===== config.mk =====
export PLATFORM = sky130hd
export DESIGN_NAME = bsc_chain
export DESIGN_NICKNAME = d
export VERILOG_FILES = /design/src/design/bsc_pkg.sv /design/src/design/bsc_sync.sv /design/src/design/bsc_chain.sv
export SDC_FILE = /design/constraint.sdc
export NUM_CORES = 1
export LEC_CHECK = 0
export ABC_CLOCK_PERIOD_IN_PS = 126400
export BUFFER_PORTS_ARGS = -buffer_cell sky130_fd_sc_hd__buf_2
export CAP_MARGIN = 20
export CORE_MARGIN = 4
export CORE_UTILIZATION = 55
export DETAILED_ROUTE_END_ITERATION = 8
export MAX_ROUTING_LAYER = met4
export PLACE_DENSITY_LB_ADDON = 0.1
export SYNTH_ARGS = -nofsm -noshare
export SYNTH_HDL_FRONTEND = slang
export SYNTH_SLANG_ARGS = --single-unit

===== constraint.sdc =====
create_clock -name clk -period 126.4 [get_ports clk]
set_input_delay 12.64 -clock clk [delete_from_list [all_inputs] [get_ports clk]]
set_output_delay 12.64 -clock clk [all_outputs]
set_load 0.05 [all_outputs]

===== src/design/bsc_pkg.sv =====
package bsc_pkg;

  // chain length and positions (order 1 leaves on the test data output first)
  localparam int CELLS = 174;
  localparam int POS_COUNT_WRAP = 1;
  localparam int POS_DATA0_IN = 93;
  localparam int POS_DATA0_OUT = 94;
  localparam int POS_CHIP_RESET = 95;
  localparam int POS_EXT_REQ = 96;
  localparam int POS_MEM_FAULT = 97;
  localparam int POS_XFER_DONE = 98;
  localparam int POS_GROUP_FLOAT = 99;
  localparam int POS_GRANT = 100;
  localparam int POS_ERROR = 101;
  localparam int POS_BUS_HOLD = 102;
  localparam int POS_RW = 104;
  localparam int POS_STROBE = 105;
  localparam int POS_DONE0_DIR = 134;
  localparam int POS_DONE0_IN = 137;
  localparam int POS_DONE0_OUT = 138;
  localparam int POS_DONE1_DIR = 141;
  localparam int POS_DONE1_IN = 143;
  localparam int POS_DONE1_OUT = 144;
  localparam int POS_CLOCK_GATE = 174;

  // low data bits 5..0 sit as in/out pairs in one unbroken run
  localparam int DATA_LOW_BITS = 6;
  localparam int PAD_INS = 6;

  // test clock period in the bench, for reference
  localparam int TCK_PERIOD_NS = 160;
  localparam int CLK_PERIOD_NS = 10;
  localparam int TCK_CLKS = TCK_PERIOD_NS / CLK_PERIOD_NS;

  typedef enum logic [15:0] {
    TAP_RESET   = 16'h0001,
    TAP_IDLE    = 16'h0002,
    TAP_SEL_DR  = 16'h0004,
    TAP_CAP_DR  = 16'h0008,
    TAP_SH_DR   = 16'h0010,
    TAP_EX1_DR  = 16'h0020,
    TAP_PA_DR   = 16'h0040,
    TAP_EX2_DR  = 16'h0080,
    TAP_UPD_DR  = 16'h0100,
    TAP_SEL_IR  = 16'h0200,
    TAP_CAP_IR  = 16'h0400,
    TAP_SH_IR   = 16'h0800,
    TAP_EX1_IR  = 16'h1000,
    TAP_PA_IR   = 16'h2000,
    TAP_EX2_IR  = 16'h4000,
    TAP_UPD_IR  = 16'h8000
  } bsc_tap_e;

endpackage : bsc_pkg


===== src/design/bsc_sync.sv =====
`timescale 1ns/100ps
module bsc_sync #(
  parameter int W = 1
) (
  // clock and reset
  input wire logic clk,
  input wire logic clear,
  // data
  input wire logic [W-1:0] d,
  output logic [W-1:0] q
);
  logic [W-1:0] meta;

  // first stage is read only by the second
  always_ff @(posedge clk or posedge clear) begin
    if (clear) begin
      meta <= '0;
      q <= '0;
    end else begin
      meta <= d;
      q <= meta;
    end
  end
endmodule : bsc_sync


===== src/design/bsc_chain.sv =====
`timescale 1ns/100ps
// How it works
// - cell 99 at 1 floats address-group outputs; at 0 drives them
// - cell 134 steers done0 pin: 1 input, 0 output; cells 137/138
// - cell 141 steers done1 pin: 1 input, 0 output; cells 143/144
// - direction and float cells live only in the chain, no pad
// - page hit, selects, grant, wrap, error outputs never float
// - no cells for clock outputs, oscillator output or test pins
// - data bits as input then output cell, descending; bit 0 at 93/94
// - inputs: chip reset 95, bus request 96, fault 97, done 98
// - outputs: grant 100, error 101, hold 102, rw 104, strobe 105
// - wrap cell shifts out first; clock-gate cell 174 last
// - test reset clears scan logic asynchronously; held low if unused
module bsc_chain
  import bsc_pkg::*;
(
  // clock and reset
  input wire logic clk,
  input wire logic reset,
  // test port pins
  input wire logic test_clk,
  input wire logic test_mode_sel,
  input wire logic test_data_in,
  input wire logic test_rst_n,
  output logic test_data_out,
  output logic test_data_out_oe,
  // pad levels captured by the chain, order k at bit k-1
  input wire logic [bsc_pkg::CELLS-1:0] pad_capture,
  // named pads read by capture
  input wire logic chip_reset_n,
  input wire logic ext_master_req,
  input wire logic mem_fault_in_n,
  input wire logic xfer_done_n,
  input wire logic dma_done0_n_i,
  input wire logic dma_done1_n_i,
  // core side, same clock
  input wire logic scan_apply,
  input wire logic core_group_oe,
  input wire logic core_grant_n,
  input wire logic core_error_n,
  input wire logic core_hold_n,
  input wire logic core_rw,
  input wire logic core_strobe_n,
  input wire logic core_done0_n,
  input wire logic core_done0_oe,
  input wire logic core_done1_n,
  input wire logic core_done1_oe,
  // pad drive
  output logic [bsc_pkg::CELLS-1:0] cell_out,
  output logic [bsc_pkg::DATA_LOW_BITS-1:0] data_low_out,
  output logic addr_group_oe,
  output logic master_grant_n,
  output logic error_n,
  output logic bus_hold_n,
  output logic rw,
  output logic transfer_strobe_n,
  output logic dma_done0_n_o,
  output logic dma_done0_n_oe,
  output logic dma_done1_n_o,
  output logic dma_done1_n_oe
);
  import bsc_pkg::*;

  typedef struct packed {
    bsc_tap_e tap;
    logic tck_prev;
    logic [CELLS-1:0] chain;
    logic [CELLS-1:0] upd;
    logic tdo;
    logic tdo_oe;
    logic [DATA_LOW_BITS-1:0] data_low;
    logic group_oe;
    logic grant_n;
    logic err_n;
    logic hold_n;
    logic rw;
    logic strobe_n;
    logic d0_o;
    logic d0_oe;
    logic d1_o;
    logic d1_oe;
  } bsc_state_s;

  localparam int SYNC_W = 3 + PAD_INS + CELLS;

  bsc_state_s st;
  bsc_state_s next_st;
  logic scan_clear;
  logic [SYNC_W-1:0] sync_in;
  logic [SYNC_W-1:0] sync_out;
  logic tck_s;
  logic tms_s;
  logic tdi_s;
  logic [PAD_INS-1:0] pads_s;
  logic [CELLS-1:0] cap_s;
  logic tck_rise;
  logic tck_fall;

  function automatic bsc_tap_e tap_next(input bsc_tap_e s,
                                        input logic tms);
    unique case (s)
      TAP_RESET: tap_next = tms ? TAP_RESET : TAP_IDLE;
      TAP_IDLE: tap_next = tms ? TAP_SEL_DR : TAP_IDLE;
      TAP_SEL_DR: tap_next = tms ? TAP_SEL_IR : TAP_CAP_DR;
      TAP_CAP_DR: tap_next = tms ? TAP_EX1_DR : TAP_SH_DR;
      TAP_SH_DR: tap_next = tms ? TAP_EX1_DR : TAP_SH_DR;
      TAP_EX1_DR: tap_next = tms ? TAP_UPD_DR : TAP_PA_DR;
      TAP_PA_DR: tap_next = tms ? TAP_EX2_DR : TAP_PA_DR;
      TAP_EX2_DR: tap_next = tms ? TAP_UPD_DR : TAP_SH_DR;
      TAP_UPD_DR: tap_next = tms ? TAP_SEL_DR : TAP_IDLE;
      TAP_SEL_IR: tap_next = tms ? TAP_RESET : TAP_CAP_IR;
      TAP_CAP_IR: tap_next = tms ? TAP_EX1_IR : TAP_SH_IR;
      TAP_SH_IR: tap_next = tms ? TAP_EX1_IR : TAP_SH_IR;
      TAP_EX1_IR: tap_next = tms ? TAP_UPD_IR : TAP_PA_IR;
      TAP_PA_IR: tap_next = tms ? TAP_EX2_IR : TAP_PA_IR;
      TAP_EX2_IR: tap_next = tms ? TAP_UPD_IR : TAP_SH_IR;
      TAP_UPD_IR: tap_next = tms ? TAP_SEL_DR : TAP_IDLE;
      default: tap_next = TAP_RESET;
    endcase
  endfunction : tap_next

  // order number to bit index
  function automatic int ix(input int pos);
    ix = pos - 1;
  endfunction : ix

  // either reset clears the scan side without a clock
  assign scan_clear = reset | ~test_rst_n;

  assign sync_in = {test_clk, test_mode_sel, test_data_in,
                    chip_reset_n, ext_master_req, mem_fault_in_n,
                    xfer_done_n, dma_done0_n_i, dma_done1_n_i,
                    pad_capture};

  bsc_sync #(
    .W(SYNC_W)
  ) u_sync (
    .clk(clk),
    .clear(scan_clear),
    .d(sync_in),
    .q(sync_out)
  );

  assign {tck_s, tms_s, tdi_s, pads_s, cap_s} = sync_out;
  assign tck_rise = tck_s & ~st.tck_prev;
  assign tck_fall = ~tck_s & st.tck_prev;

  always_comb begin
    logic [CELLS-1:0] cap;
    cap = cap_s;
    next_st = st;
    next_st.tck_prev = tck_s;
    // named pads take their fixed places
    cap[ix(POS_CHIP_RESET)] = pads_s[5];
    cap[ix(POS_EXT_REQ)] = pads_s[4];
    cap[ix(POS_MEM_FAULT)] = pads_s[3];
    cap[ix(POS_XFER_DONE)] = pads_s[2];
    cap[ix(POS_DONE0_IN)] = pads_s[1];
    cap[ix(POS_DONE1_IN)] = pads_s[0];
    // control cells have no pad: they recapture their own update value
    cap[ix(POS_GROUP_FLOAT)] = st.upd[ix(POS_GROUP_FLOAT)];
    cap[ix(POS_DONE0_DIR)] = st.upd[ix(POS_DONE0_DIR)];
    cap[ix(POS_DONE1_DIR)] = st.upd[ix(POS_DONE1_DIR)];
    if (tck_rise) begin
      next_st.tap = tap_next(st.tap, tms_s);
      if (st.tap == TAP_CAP_DR) begin
        next_st.chain = cap;
      end else if (st.tap == TAP_SH_DR) begin
        // cell 1 leaves first, tdi enters at cell 174
        next_st.chain = {tdi_s, st.chain[CELLS-1:1]};
      end
    end
    if (tck_fall) begin
      next_st.tdo = st.chain[ix(POS_COUNT_WRAP)];
      next_st.tdo_oe = (st.tap == TAP_SH_DR);
      // update only after the full shift has been walked out
      if (st.tap == TAP_UPD_DR) begin
        next_st.upd = st.chain;
      end
    end
    if (st.tap == TAP_RESET) begin
      next_st.tdo_oe = 1'b0;
    end
    // pad drive: low data bits always from update cells; others scan values while applying, core values otherwise
    for (int b = 0; b < DATA_LOW_BITS; b++) begin
      next_st.data_low[b] = st.upd[ix(POS_DATA0_OUT) - 2 * b];
    end
    if (scan_apply) begin
      next_st.group_oe = ~st.upd[ix(POS_GROUP_FLOAT)];
      next_st.grant_n = st.upd[ix(POS_GRANT)];
      next_st.err_n = st.upd[ix(POS_ERROR)];
      next_st.hold_n = st.upd[ix(POS_BUS_HOLD)];
      next_st.rw = st.upd[ix(POS_RW)];
      next_st.strobe_n = st.upd[ix(POS_STROBE)];
      next_st.d0_o = st.upd[ix(POS_DONE0_OUT)];
      next_st.d0_oe = ~st.upd[ix(POS_DONE0_DIR)];
      next_st.d1_o = st.upd[ix(POS_DONE1_OUT)];
      next_st.d1_oe = ~st.upd[ix(POS_DONE1_DIR)];
    end else begin
      next_st.group_oe = core_group_oe;
      next_st.grant_n = core_grant_n;
      next_st.err_n = core_error_n;
      next_st.hold_n = core_hold_n;
      next_st.rw = core_rw;
      next_st.strobe_n = core_strobe_n;
      next_st.d0_o = core_done0_n;
      next_st.d0_oe = core_done0_oe;
      next_st.d1_o = core_done1_n;
      next_st.d1_oe = core_done1_oe;
    end
  end

  always_ff @(posedge clk or posedge scan_clear) begin
    if (scan_clear) begin
      st.tap <= TAP_RESET;
      st.tck_prev <= 1'b0;
      st.chain <= '0;
      // control cells come up floating / as inputs
      st.upd <= '0 | ({{(CELLS-1){1'b0}}, 1'b1} << ix(POS_GROUP_FLOAT))
                   | ({{(CELLS-1){1'b0}}, 1'b1} << ix(POS_DONE0_DIR))
                   | ({{(CELLS-1){1'b0}}, 1'b1} << ix(POS_DONE1_DIR));
      st.tdo <= 1'b0;
      st.tdo_oe <= 1'b0;
      st.data_low <= '0;
      st.group_oe <= 1'b0;
      st.grant_n <= 1'b1;
      st.err_n <= 1'b1;
      st.hold_n <= 1'b1;
      st.rw <= 1'b1;
      st.strobe_n <= 1'b1;
      st.d0_o <= 1'b1;
      st.d0_oe <= 1'b0;
      st.d1_o <= 1'b1;
      st.d1_oe <= 1'b0;
    end else begin
      st <= next_st;
    end
  end

  assign test_data_out = st.tdo;
  assign test_data_out_oe = st.tdo_oe;
  assign cell_out = st.upd;
  assign data_low_out = st.data_low;
  // grant, error and the other fixed pins have no float control
  assign addr_group_oe = st.group_oe;
  assign master_grant_n = st.grant_n;
  assign error_n = st.err_n;
  assign bus_hold_n = st.hold_n;
  assign rw = st.rw;
  assign transfer_strobe_n = st.strobe_n;
  assign dma_done0_n_o = st.d0_o;
  assign dma_done0_n_oe = st.d0_oe;
  assign dma_done1_n_o = st.d1_o;
  assign dma_done1_n_oe = st.d1_oe;

endmodule : bsc_chain


=== Word level (Yosys, flattened, before mapping) ===
Cells that the tools add are included.

* Equality and inequality tests: 16
* Mux-type cells: 18
* Bitwise logic cells: 9
* Reduce and logical (&&, ||, !) cells: 7

{| class="wikitable"
|+ Operators by type and width
! operator !! number
|-
| 2-to-1 mux 174 bit || 2
|-
| one-hot mux 16 bit (12 select lines) || 1
|-
| 2-to-1 mux 16 bit || 2
|-
| 2-to-1 mux 10 bit || 2
|-
| 2-to-1 mux 9 bit || 2
|-
| == test 16 x 1 -> 1 bit, second input constant || 1
|-
| == test 16 x 10 -> 1 bit, second input constant || 1
|-
| == test 16 x 11 -> 1 bit, second input constant || 1
|-
| == test 16 x 12 -> 1 bit, second input constant || 1
|-
| == test 16 x 13 -> 1 bit, second input constant || 1
|-
| == test 16 x 14 -> 1 bit, second input constant || 1
|-
| == test 16 x 15 -> 1 bit, second input constant || 1
|-
| == test 16 bit, second input constant || 1
|-
| == test 16 x 2 -> 1 bit, second input constant || 1
|-
| == test 16 x 3 -> 1 bit, second input constant || 1
|-
| == test 16 x 4 -> 1 bit, second input constant || 1
|-
| == test 16 x 5 -> 1 bit, second input constant || 1
|-
| == test 16 x 6 -> 1 bit, second input constant || 1
|-
| == test 16 x 7 -> 1 bit, second input constant || 1
|-
| == test 16 x 8 -> 1 bit, second input constant || 1
|-
| == test 16 x 9 -> 1 bit, second input constant || 1
|-
| 2-to-1 mux 15 bit || 1
|-
| 2-to-1 mux 13 bit || 1
|-
| 2-to-1 mux 11 bit || 1
|-
| 12 further kinds || 22
|}

* Register bits after elaboration: 749
* Input port bits: 197
* Word-level logic and storage cells: 69

=== Logic depth before layout (Yosys ltp) ===
Gate-level depths: netlist of run 1.

* Word-level depth: 4
* Gate-level depth with buffers: 8
* Gate-level depth less buffers: 5

=== By module ===
Synthesis of run 1 repeated with hierarchy kept, for this count alone.

* Cell total of the unflattened synthesis: 2400
* Area total of the unflattened synthesis: 26641.8 µm²

{| class="wikitable"
|+ By module, submodules not included
! module !! times used !! cells an instance !! area an instance (µm²)
|-
| bsc_chain || 1 || 2033 || 17479.3
|-
| bsc_sync || 1 || 367 || 9162.5
|}

=== Worst setup path before layout of run 1 ===
OpenSTA, ideal clock, no wires.

* Path type: in2reg
* From: input port scan_apply
* To: register st (netlist bit bus_hold_n)
* Setup time: 82 ps
* Data arrival time: 13363 ps
* Required time: 126318 ps
* Slack: 112955 ps
* Stages on the path: 2
* Cell sequence: clkbuf_1 > mux2_2

{| class="wikitable"
|+ RTL lines
! what !! RTL line !! RTL
|-
| start, declared || bsc_chain.sv:37 || <nowiki>input wire logic scan_apply,</nowiki>
|-
| end signal, assigned || bsc_chain.sv:236 || <nowiki>st <= next_st;</nowiki>
|-
| end, declared || bsc_chain.sv:86 || <nowiki>bsc_state_s st;</nowiki>
|}

==> PnR_summary.wiki, run 1 <==
{| class="wikitable"
! Metric !! Value
|-
| Maximum Capacitance Violations || 0
|-
| Clk sink count || between 700 and 800
|-
| Unrepaired setup endpoints after global routing || false
|-
| Share of the synthesized area in the top cell type || about two thirds
|-
| Relative slew slack || between 30% and 40%
|-
| Via density per instance || slightly above 5
|-
| Mean Syn Cell Area || around 14 µm²
|-
| Largest cells by area after synthesis || dfrtp_1 69%, mux2_2 6.9%, mux2i_1 6.7%
|-
| Count of buffers inserted at the top-level ports || 379
|-
| Sequential-to-total area share from yosys stat || between 60% and 70%
|-
| Number of endpoints failing setup at the final stage || 0
|-
| Post-detailed-route DRC marker count || 0
|-
| Post-synthesis register bit count || between 700 and 800
|-
| GRT Overall Usage || a little under 20%
|-
| GP Congestion || about 0.85
|-
| Count of cell types in the netlist || 42
|-
| Total chip power || 0.000518 W
|-
| Initial core utilization || a little under three fifths
|-
| Final standard cell count with taps included and fillers excluded || 2709
|-
| Skew-Pair Late Insertion Delay || around 590 ps
|-
| Grt total ovfl || 0
|-
| Peak ir drop on the vdd network || 12.3 µV
|-
| Maximum number of pins on one net before global-route repair || 180
|-
| Number of search-and-repair iterations in the first detailed-routing pass || 7
|-
| Placed cell areas || ~27000 µm²
|-
| Number of global-route vias before repair || between 10000 and 15000
|-
| Wire length of the first global-routing pass || approximately 77000 µm
|-
| Transition time at the pin with the least slew margin || roughly 1000 ps
|-
| Number of buffers on the longest clock path || 3
|-
| Area taken by multi-input logic gates || around 6100 µm²
|-
| FF-to-FF setup slack || approximately 120000 ps
|-
| FMAX || 66.5 MHz
|-
| Net count after synthesis || roughly 2000
|-
| Type of the tightest min-delay check || reg -> reg
|-
| Ratio of cells with drive above 1 in the final layout || 32.8%
|-
| HPWL after detailed placement || about 31000 µm
|-
| Die outline width || between 200 and 250 µm
|-
| CP Launch Type || primary input
|-
| Clock root buffer || clkbuf_16
|-
| Total of hold buffers inserted after clock tree synthesis || 0
|-
| Per-cell routed wire length || between 15 and 20 µm
|-
| Crit path arrival time || around 16000 ps
|-
| Detailed-route via count || between 10000 and 15000
|-
| WL final || around 49000 µm
|-
| Yosys warnings || 0
|-
| Worst clock skew || 13.3 ps
|-
| Post-DRT Antenna Nets || 0
|-
| Resized cells post-CTS || 0
|-
| Site row count || between 70 and 80
|-
| Critical Path Fanout Max || ~180
|-
| Antenna violations before repair || 16
|-
| Cell area after technology mapping || between 20000 and 30000 µm²
|-
| Die span in y || between 200 and 250 µm
|-
| Standby leakage power || 16.2 nW
|-
| Power Dens Cells || ~18 nW/µm²
|-
| Sum Neg Setup Slack || 0 ps
|-
| Number of placed I/O pins || around 390
|-
| Cell Count Post-Placement || between 2000 and 3000
|-
| Result of the run || finished clean
|-
| Growth of design area from synthesis to finish || 12.7%
|-
| Layout fillers || between 3000 and 4000
|-
| Cts bufs inserted || 72
|-
| Clock transition time at the flip-flop clock pins of the worst setup and hold paths || 60 ps
|-
| Post-synthesis cell type with the largest combined area || dfrtp_1
|-
| Clock H-tree levels || 3
|-
| CTS tree || yes
|-
| Placeable Area || 46900 µm²
|-
| Die Area || 51300 µm²
|-
| Minimum clock period after layout || ~15000 ps
|-
| Number of slew-limit violations in the final report || 0
|-
| Critical path type || in -> async
|-
| Final cycle utilization of the critical path || around an eighth
|-
| Number of DRC markers after the initial detailed-route iteration || 911
|-
| Sequential cell area || between 15000 and 20000 µm²
|-
| Required time of the worst setup path || 126980 ps
|-
| Hold violation total from the final report || 0
|-
| Post-synthesis instance total || between 1500 and 2000
|-
| Setup crit end kind || async pin
|-
| Total setup buffers inserted after CTS || 0
|-
| Design area || 29600 µm²
|-
| Final Net Count || between 2000 and 2500
|}
cells by family after synthesis:
family | share of synthesized area [%]
compound gates | 3.92
mux | 14.5
buf+inv | 7.27
xor+xnor | 0.267
simple gates | 4.32
flops | 69.7
cell type report:
cell class | instances | area share [%]
diodes | 15 | 0.127
clock buffers | 118 | 7.49
clock inverters | 14 | 0.372
inverters | 4 | 0.0507
multi-input cells | 824 | 20.5
flip-flops and latches | 731 | 61.8
well taps | 607 | 2.57
repair buffers | 396 | 7.03
cell usage after synthesis (all sizes together):
library cell  number
dfrtp            720
buf              250
nor2             187
mux2             182
mux2i            177
a21oi            176
clkbuf            20
nand2             19
o21ai             16
dfstp             11
nand4              8
nand3              7
nor2b              7
nor4               6
nor3               5
xnor2              5
inv                4
nand4b             3
or4                3
xor2               3
and2               2
and3               2
nand2b             2
nor4b              2
o2111ai            2
o31ai              2
a211oi             1
a21boi             1
a22o               1
a31oi              1
and4               1
nor3b              1
o21bai             1
or2                1
critical path: stages:
cell and delay, ps:
buf_2 110, nor2b_4 500, buf_4 460, buf_16 310
buf_4 710, buf_12 690
metal layers:
metal  wire, µm  track usage [%]
met2      23600             30.5
met5          0                -
met3       3390             6.45
met4       1160             6.76
met1      20500             24.7
cells in the final DEF (no fill, tap or decap), drive strengths merged, types with 3 or more instances in the layout:
master,n
nand3,7
nand4b,3
clkinv,9
a21oi,176
nor2b,7
o21ai,16
nor2,187
buf,396
dfrtp,720
xnor2,5
xor2,3
clkbuf,118
inv,8
diode,15
mux2,182
or4,3
nand2,19
mux2i,177
nor4,6
nor3,5
nand4,8
dfstp,11
flip-flops by register name, indices dropped and copies added, names as in the netlist:
register and flops:
u_sync.meta 174, test_data_out_oe 1, error_n 1, u_sync.q 174
bus_hold_n 1, dma_done0_n_oe 1, addr_group_oe 1, test_data_out 1
cell_out 174, dma_done0_n_o 1, transfer_strobe_n 1, dma_done1_n_oe 1
st 191, master_grant_n 1, dma_done1_n_o 1, rw 1
data_low_out 6
power by group:
part / total [W] / internal [W] / switching [W]
clock: 0.000207 / 0.000122 / 0.0000846
combinational: 0.0000409 / 0.0000183 / 0.0000226
sequential: 0.000270 / 0.000256 / 0.0000146
total: 0.000518 / 0.000396 / 0.000122
metrics by stage:
step	util [%]	setup slack (ps)	hold slack, ps
finish	63.2	111370	338
global route	63.2	110860	348
CTS	63.1	110970	341
floorplan	-	66850	331
global placement	58.1	110390	332
detailed placement	58.1	110330	335
worst paths after layout:
check | from | end | cells after the start
setup / recovery | reset | cell_out[51]$_DFFE_PP0P_ | 6
hold / removal | u_sync.meta[80]$_DFF_PP0_ | u_sync.q[80]$_DFF_PP0_ | 0
setup reg to reg | st[375]$_DFFE_PP0P_ | st[254]$_DFFE_PP0P_ | 7
hold reg to reg | u_sync.meta[80]$_DFF_PP0_ | u_sync.q[80]$_DFF_PP0_ | 0
max in group clk | cell_out[140]$_DFFE_PP1P_ | cell_out[140] | 1
min in group asynchronous | test_rst_n | u_sync.meta[120]$_DFF_PP0_ | 2
Power figures use the tool's default switching activity.
==> inputs of run 2 (changes only) <==
--- a/config.mk
+++ b/config.mk
@@ -5,11 +5,11 @@
 export SDC_FILE = /design/constraint.sdc
 export NUM_CORES = 1
 export LEC_CHECK = 0
-export ABC_CLOCK_PERIOD_IN_PS = 126400
+export ABC_CLOCK_PERIOD_IN_PS = 12400
 export BUFFER_PORTS_ARGS = -buffer_cell sky130_fd_sc_hd__buf_2
 export CAP_MARGIN = 20
 export CORE_MARGIN = 4
-export CORE_UTILIZATION = 55
+export CORE_UTILIZATION = 51
 export DETAILED_ROUTE_END_ITERATION = 8
 export MAX_ROUTING_LAYER = met4
 export PLACE_DENSITY_LB_ADDON = 0.1
==> constraint.sdc (replaced) <==
create_clock -name clk -period 12.4 [get_ports clk]
set_input_delay 1.24 -clock clk [delete_from_list [all_inputs] [get_ports clk]]
set_output_delay 1.24 -clock clk [all_outputs]
set_load 0.05 [all_outputs]
==> run 2 against run 1 <==
- routed wire length increased by 2.3%
- critical path depth increased by 1
- clock power increased to 11 times the previous value
- via count decreased by 0.54%
- largest power group unchanged
- worst setup slack got worse by 100000 ps
- die area increased by 7.6%
==> PnR_summary.wiki, run 2 (synthesis results as in run 1) <==
{| class="wikitable"
! Metric !! Value
|-
| Result of the run || finished clean
|-
| Peak ir drop on the vdd network || 130 µV
|-
| Die span in y || 235 µm
|-
| Die outline width || between 200 and 250 µm
|-
| Setup crit end kind || register
|-
| Final standard cell count with taps included and fillers excluded || between 2000 and 3000
|-
| Flip-flop count of the largest register after layout || roughly 190
|-
| CTS tree || yes
|-
| End of the worst register-to-register path || st[270]$_DFFE_PP0P_
|-
| Clk sink count || 731
|-
| Transition time at the pin with the least slew margin || roughly 1100 ps
|-
| Relative slew slack || between 20% and 30%
|-
| Layout fillers || between 4000 and 5000
|-
| Number of global-route vias before repair || about 14000
|-
| Growth of design area from synthesis to finish || 14.3%
|-
| GP Congestion || approximately 0.82
|-
| Standby leakage power || around 16 nW
|-
| Number of endpoints failing setup at the final stage || 0
|-
| Critical Path Fanout Max || 57
|-
| Placeable Area || 50600 µm²
|-
| Longest individual stage delay on the worst path || 930 ps
|-
| Clock root buffer || clkbuf_16
|-
| Power Dens Cells || 183 nW/µm²
|-
| FF-to-FF setup slack || 8940 ps
|-
| Final cycle utilization of the critical path || about 28%
|-
| Worst clock skew || around 25 ps
|-
| Total setup buffers inserted after CTS || 0
|-
| Sum Neg Setup Slack || 0 ps
|-
| Beginning of the worst register-to-register path || st[379]$_DFFE_PP0P_
|-
| Most common cell type on the critical path || buf_4
|-
| WL final || 49700 µm
|-
| Skew-Pair Late Insertion Delay || 610 ps
|-
| HPWL after detailed placement || 31200 µm
|-
| Number of placed I/O pins || 389
|-
| Clock H-tree levels || 3
|-
| Maximum number of pins on one net before global-route repair || between 150 and 200
|-
| Buffers & Inverters on Critical Path || 2
|-
| Via density per instance || a little under 5
|-
| Ratio of cells with drive above 1 in the final layout || between 30% and 40%
|-
| Number of slew-limit violations in the final report || 0
|-
| Count of buffers inserted at the top-level ports || around 380
|-
| Number of DRC markers after the initial detailed-route iteration || approximately 910
|-
| Site row count || 82
|-
| Required time of the worst setup path || 12860 ps
|-
| Initial core utilization || 51.9%
|-
| CP Launch Type || register
|-
| Type of the tightest min-delay check || reg -> reg
|-
| Min-Delay Startpoint || u_sync.meta[19]$_DFF_PP0_
|-
| Reg2reg path depth || 7
|-
| Unrepaired setup endpoints after global routing || false
|-
| Worst path top cell family by delay || buffers and inverters
|-
| Minimum clock period after layout || about 3500 ps
|-
| Crit path arrival time || 3920 ps
|-
| Cts bufs inserted || 75
|-
| Hold path endpoint || u_sync.q[19]$_DFF_PP0_
|-
| Min-Delay Path Depth || 0
|-
| Clock transition time at the flip-flop clock pins of the worst setup and hold paths || ~60 ps
|-
| GRT Overall Usage || around 19%
|-
| Slowest library cell on the worst path || buf_4
|-
| Grt total ovfl || 0
|-
| Post-detailed-route DRC marker count || 0
|-
| Antenna violations before repair || 15
|-
| Detailed-route via count || 13658
|-
| Final Net Count || 2231
|-
| Per-cell routed wire length || 17.8 µm
|-
| Number of buffers on the longest clock path || 3
|-
| Resized cells post-CTS || 0
|-
| Register name with the most flops || st
|-
| Post-DRT Antenna Nets || 0
|-
| Total of hold buffers inserted after clock tree synthesis || 0
|-
| Most common library cell in the layout ignoring fill and taps || dfrtp_1
|-
| Critical path type || reg -> reg
|-
| Wire length of the first global-routing pass || about 80000 µm
|-
| Commonest cells after routing, fill and taps aside || 720 x dfrtp_1, 379 x buf_2, 187 x nor2_1, 177 x mux2i_1, 176 x a21oi_1
|-
| FMAX || just under 300 MHz
|-
| Hold violation total from the final report || 0
|-
| Cell Count Post-Placement || roughly 2600
|-
| Number of search-and-repair iterations in the first detailed-routing pass || 7
|-
| Maximum Capacitance Violations || 0
|-
| Die Area || about 55000 µm²
|-
| Cells traversed along the worst timing path || nor4_4 > and2_1 > nand4_1 > buf_4 > buf_4 > mux2i_1 > a21oi_1
|}
run 2: cell count changes in the layout (fill, tap and decap cells not counted), sizes merged:
cell / change
bufinv: +7
diode: +2
inv: +1
clkinvlp: +1
buf: +2
clkbuf: -9
clkinv: +6
run 2: cell type report:
| cell class | instances | area, µm² | share of cell area [%] |
|---|---|---|---|
| diodes | 17 | 42.5 | 0.142 |
| well taps | 672 | 841 | 2.80 |
| flip-flops and latches | 731 | 18300 | 61.0 |
| clock inverters | 29 | 389 | 1.30 |
| repair buffers | 398 | 2160 | 7.18 |
| inverters | 4 | 15.0 | 0.0500 |
| clock buffers | 109 | 2210 | 7.34 |
| multi-input cells | 824 | 6080 | 20.2 |
run 2: where the power goes:
part / internal [W] / leakage (nW) / switching (W)
clock: 0.00141 / 1.29 / 0.000903
combinational: 0.000188 / 5.56 / 0.000228
sequential: 0.00261 / 9.49 / 0.000149
run 2: metrics by stage:
| stage | hold WS, ps | total power [W] | util [%] | area (µm²) | setup WS [ps] |
|---|---|---|---|---|---|
| floorplan | 331 | 0.00308 | - | 26300 | -3830 |
| global placement | 331 | 0.00320 | 53.9 | 27300 | 8300 |
| detailed placement | 335 | 0.00322 | 53.9 | 27300 | 8270 |
| CTS | 330 | 0.00556 | 59.1 | 29900 | 8490 |
| global route | 343 | 0.00575 | 59.4 | 30000 | 8720 |
| finish | 331 | 0.00549 | 59.4 | 30000 | 8940 |
run 2: routing by layer:
| metal | wire [µm] | global-route usage, % | vias to the layer above |
|---|---|---|---|
| li1 | - | - | 6444 |
| met1 | 21100 | 23.9 | 6847 |
| met2 | 23900 | 28.4 | 282 |
| met3 | 3430 | 5.98 | 85 |
| met4 | 1260 | 5.84 | 0 |
| met5 | 0 | - | - |
run 2: how the worst max path moves through the flow:
stage,from,to,slack (ps),cells past startpoint
final,st[379]$_DFFE_PP0P_,st[270]$_DFFE_PP0P_,8940,7
after global routing,st[379]$_DFFE_PP0P_,st[270]$_DFFE_PP0P_,8720,7
after CTS,st[375]$_DFFE_PP0P_,st[270]$_DFFE_PP0P_,8490,6
after detailed placement,reset,cell_out[49]$_DFFE_PP0P_,8270,5
after global placement,reset,cell_out[49]$_DFFE_PP0P_,8300,5
after floorplan,test_rst_n,addr_group_oe$_DFF_PP0_,-3830,1
==> inputs of run 3 (changes only) <==
--- a/config.mk
+++ b/config.mk
@@ -5,7 +5,8 @@
 export SDC_FILE = /design/constraint.sdc
 export NUM_CORES = 1
 export LEC_CHECK = 0
-export ABC_CLOCK_PERIOD_IN_PS = 12400
+export ABC_AREA = 1
+export ABC_CLOCK_PERIOD_IN_PS = 3000
 export BUFFER_PORTS_ARGS = -buffer_cell sky130_fd_sc_hd__buf_2
 export CAP_MARGIN = 20
 export CORE_MARGIN = 4
==> constraint.sdc (replaced) <==
create_clock -name clk -period 3 [get_ports clk]
set_input_delay 0.3 -clock clk [delete_from_list [all_inputs] [get_ports clk]]
set_output_delay 0.3 -clock clk [all_outputs]
set_load 0.05 [all_outputs]
==> run 3 against run 2 <==
- clock power increased to 4.1 times the previous value
- routed wire length rose by 14%
- highest routed layer unchanged
- clock skew fell by 2.0 ps
==> PnR_summary.wiki, run 3 <==
{| class="wikitable"
! Metric !! Value
|-
| Result of the run || finished clean
|-
| Final standard cell count with taps included and fillers excluded || 3381
|-
| Net count after synthesis || approximately 2400
|-
| Wire length of the first global-routing pass || 92500 µm
|-
| Die span in y || roughly 240 µm
|-
| Cell area after technology mapping || ~27000 µm²
|-
| Ys flop type || dfrtp_1
|-
| Mean Syn Cell Area || 12.2 µm²
|-
| Maximum number of pins on one net before global-route repair || 147
|-
| Maximum Capacitance Violations || 0
|-
| Post-synthesis instance total || between 2000 and 2500
|-
| CTS tree || yes
|-
| Clock root buffer || clkbuf_16
|-
| Register name with the most flops || st
|-
| Initial core utilization || around 52%
|-
| Post-synthesis register bit count || around 730
|-
| Hold violation total from the final report || 0
|-
| Most common cell type on the critical path || nand2_2
|-
| Number of search-and-repair iterations in the first detailed-routing pass || 5
|-
| Required time of the worst setup path || between 3000 and 4000 ps
|-
| Ratio of cells with drive above 1 in the final layout || between 30 and 40%
|-
| Unrepaired setup endpoints after global routing || false
|-
| Clock transition time at the flip-flop clock pins of the worst setup and hold paths || about 60 ps
|-
| Skew-Pair Late Insertion Delay || 600 ps
|-
| FMAX || between 400 and 500 MHz
|-
| Layout fillers || around 4100
|-
| Post-detailed-route DRC marker count || 0
|-
| Number of buffers on the longest clock path || 3
|-
| GRT Overall Usage || a little over a fifth
|-
| Sequential-to-total area share from yosys stat || between 60% and 70%
|-
| Standby leakage power || 17.1 nW
|-
| Buffers & Inverters on Critical Path || 2
|-
| Commonest cells after routing, fill and taps aside || 720 x dfrtp_1, 398 x nand2_1, 379 x buf_2, 197 x inv_1, 187 x dlygate4sd3_1
|-
| Count of buffers inserted at the top-level ports || 379
|-
| Number of placed I/O pins || around 400
|-
| Cell Count Post-Placement || 3052
|-
| Resized cells post-CTS || 0
|-
| FF-to-FF setup slack || ~600 ps
|-
| Die outline width || approximately 240 µm
|-
| Total setup buffers inserted after CTS || 0
|-
| Critical Path Fanout Max || 88
|-
| Number of endpoints failing setup at the final stage || 0
|-
| Site row count || 84
|-
| Largest cells by area after synthesis || dfrtp_1 66%, o211ai_2 5.5%, nand2_1 5.5%
|-
| Type of the tightest min-delay check || in -> reg
|-
| Most numerous cell types in the synthesized netlist || 720 x dfrtp_1, 398 x nand2_1, 198 x inv_1, 193 x buf_4, 172 x o21ai_1
|-
| Most repeated cell in the gate-level netlist after synthesis || dfrtp_1
|-
| Post-synthesis cell type with the largest combined area || dfrtp_1
|-
| Flip-flop count of the largest register after layout || approximately 190
|-
| Detailed-route via count || 16531
|-
| Worst slack at placement || 670 ps
|-
| Slowest library cell on the worst path || dfrtp_1
|-
| Critical path type || reg -> reg
|-
| Setup crit end kind || register
|-
| Clk sink count || 731
|-
| Most common library cell in the layout ignoring fill and taps || dfrtp_1
|-
| Transition time at the pin with the least slew margin || a little under 900 ps
|-
| Number of slew-limit violations in the final report || 0
|-
| Total of hold buffers inserted after clock tree synthesis || between 150 and 200
|-
| Grt total ovfl || 0
|-
| Via density per instance || 4.89
|-
| Number of DRC markers after the initial detailed-route iteration || approximately 950
|-
| Post-synth EDFFs || 0
|-
| Worst path top cell family by delay || simple AND/OR/NAND/NOR gates
|-
| Relative slew slack || 41.2%
|-
| CP Launch Type || register
|-
| Per-cell routed wire length || approximately 17 µm
|-
| Post-DRT Antenna Nets || 0
|-
| Antenna violations before repair || 6
|-
| GP Congestion || 0.809
|-
| Share of flip-flops with an asynchronous set or reset || 100%
|-
| Worst clock skew || about 23 ps
|-
| Power Dens Cells || 627 nW/µm²
|-
| Crit path arrival time || around 2900 ps
|-
| Die Area || 57300 µm²
|-
| Share of the synthesized area in the top cell type || approximately two thirds
|-
| Placeable Area || approximately 53000 µm²
|-
| Clock H-tree levels || 3
|-
| HPWL after detailed placement || 36300 µm
|-
| Cells traversed along the worst timing path || nor2_2 > nand2_2 > nor2_4 > nand2_1 > nand2_2 > nand2_2 > inv_16 > buf_12 > o211ai_2 > o21ai_2
|-
| Min Hold Slack || 51.8 ps
|-
| Number of global-route vias before repair || 17332
|-
| Final worst slack || 617 ps
|-
| Minimum clock period after layout || ~2400 ps
|-
| Yosys warnings || 0
|-
| Growth of design area from synthesis to finish || 20.9%
|-
| Cts bufs inserted || between 70 and 80
|-
| WL final || approximately 57000 µm
|-
| Final cycle utilization of the critical path || 79.4%
|-
| Count of cell types in the netlist || 32
|-
| Peak ir drop on the vdd network || 435 µV
|-
| Final Net Count || roughly 2800
|-
| Longest individual stage delay on the worst path || between 400 and 500 ps
|}
run 3: changes by cell type after synthesis, moves of 162 or more:
cell,delta
nor2_1,-166
o21ai_1,+172
mux2i_1,-177
nand2_1,+379
mux2_2,-162
a21oi_1,-170
inv_1,+194
run 3: final cells by class:
class	instances	area (µm²)	area share, %
diodes	6	15.0	0.0455
clock buffers	115	2300	6.98
clock inverters	21	258	0.781
inverters	199	776	2.35
multi-input cells	1009	6100	18.5
flip-flops and latches	731	18300	55.5
well taps	688	861	2.61
repair buffers	612	4390	13.3
run 3: cells by family after synthesis:
logic type	synth area share [%]
AO/OA/AOI/OAI	15.5
buffers and inverters	10.7
flip-flops	67.1
AND/OR/NAND/NOR	6.75
run 3: path summary, 6_finish.rpt:
| path | cells after the start | start | to |
|---|---|---|---|
| setup reg to reg | 10 | st[381]$_DFFE_PP0P_ | st[243]$_DFFE_PP0P_ |
| hold reg to reg | 0 | u_sync.meta[106]$_DFF_PP0_ | u_sync.q[106]$_DFF_PP0_ |
| hold / removal | 3 | scan_apply | dma_done1_n_o$_DFF_PP1_ |
| max in group asynchronous | 5 | test_rst_n | u_sync.meta[124]$_DFF_PP0_ |
| setup / recovery | 10 | st[381]$_DFFE_PP0P_ | st[243]$_DFFE_PP0P_ |
| min in group asynchronous | 4 | reset | st[355]$_DFFE_PP0P_ |
run 3: stage by stage:
step	area [µm²]	total power, W	TNS [ps]	util, %
after floorplan	27300	0.0108	-8852020	-
after global placement	28600	0.0112	0	54.1
after detailed placement	28600	0.0112	0	54.1
after CTS	33000	0.0210	0	62.5
after global routing	33000	0.0215	0	62.6
final	33000	0.0207	0	62.6
run 3: layer usage:
layer  global-route usage (%)  up-vias  wire length (µm)
met1                     28.8     8157             25900
met3                     4.10      117              2480
met4                     6.88        0              1750
met2                     31.5      327             26600
li1                         -     7930                 -
met5                        -        -                 0
run 3: where the power goes:
group	switching (W)	leakage, nW	total (W)	internal [W]
Clock	0.00369	1.27	0.00949	0.00581
Sequential	0.000106	9.51	0.0103	0.0101
Combinational	0.000566	6.36	0.000942	0.000376
Total	0.00436	17.1	0.0207	0.0163
run 3: worst reg2reg max path, stage by stage, from the launching register on:
cell	delay (ps)
dfrtp_1	410
nor2_2	160
nand2_2	100
nor2_4	280
nand2_1	160
nand2_2	90
nand2_2	130
inv_16	330
buf_12	400
o211ai_2	170
o21ai_2	90
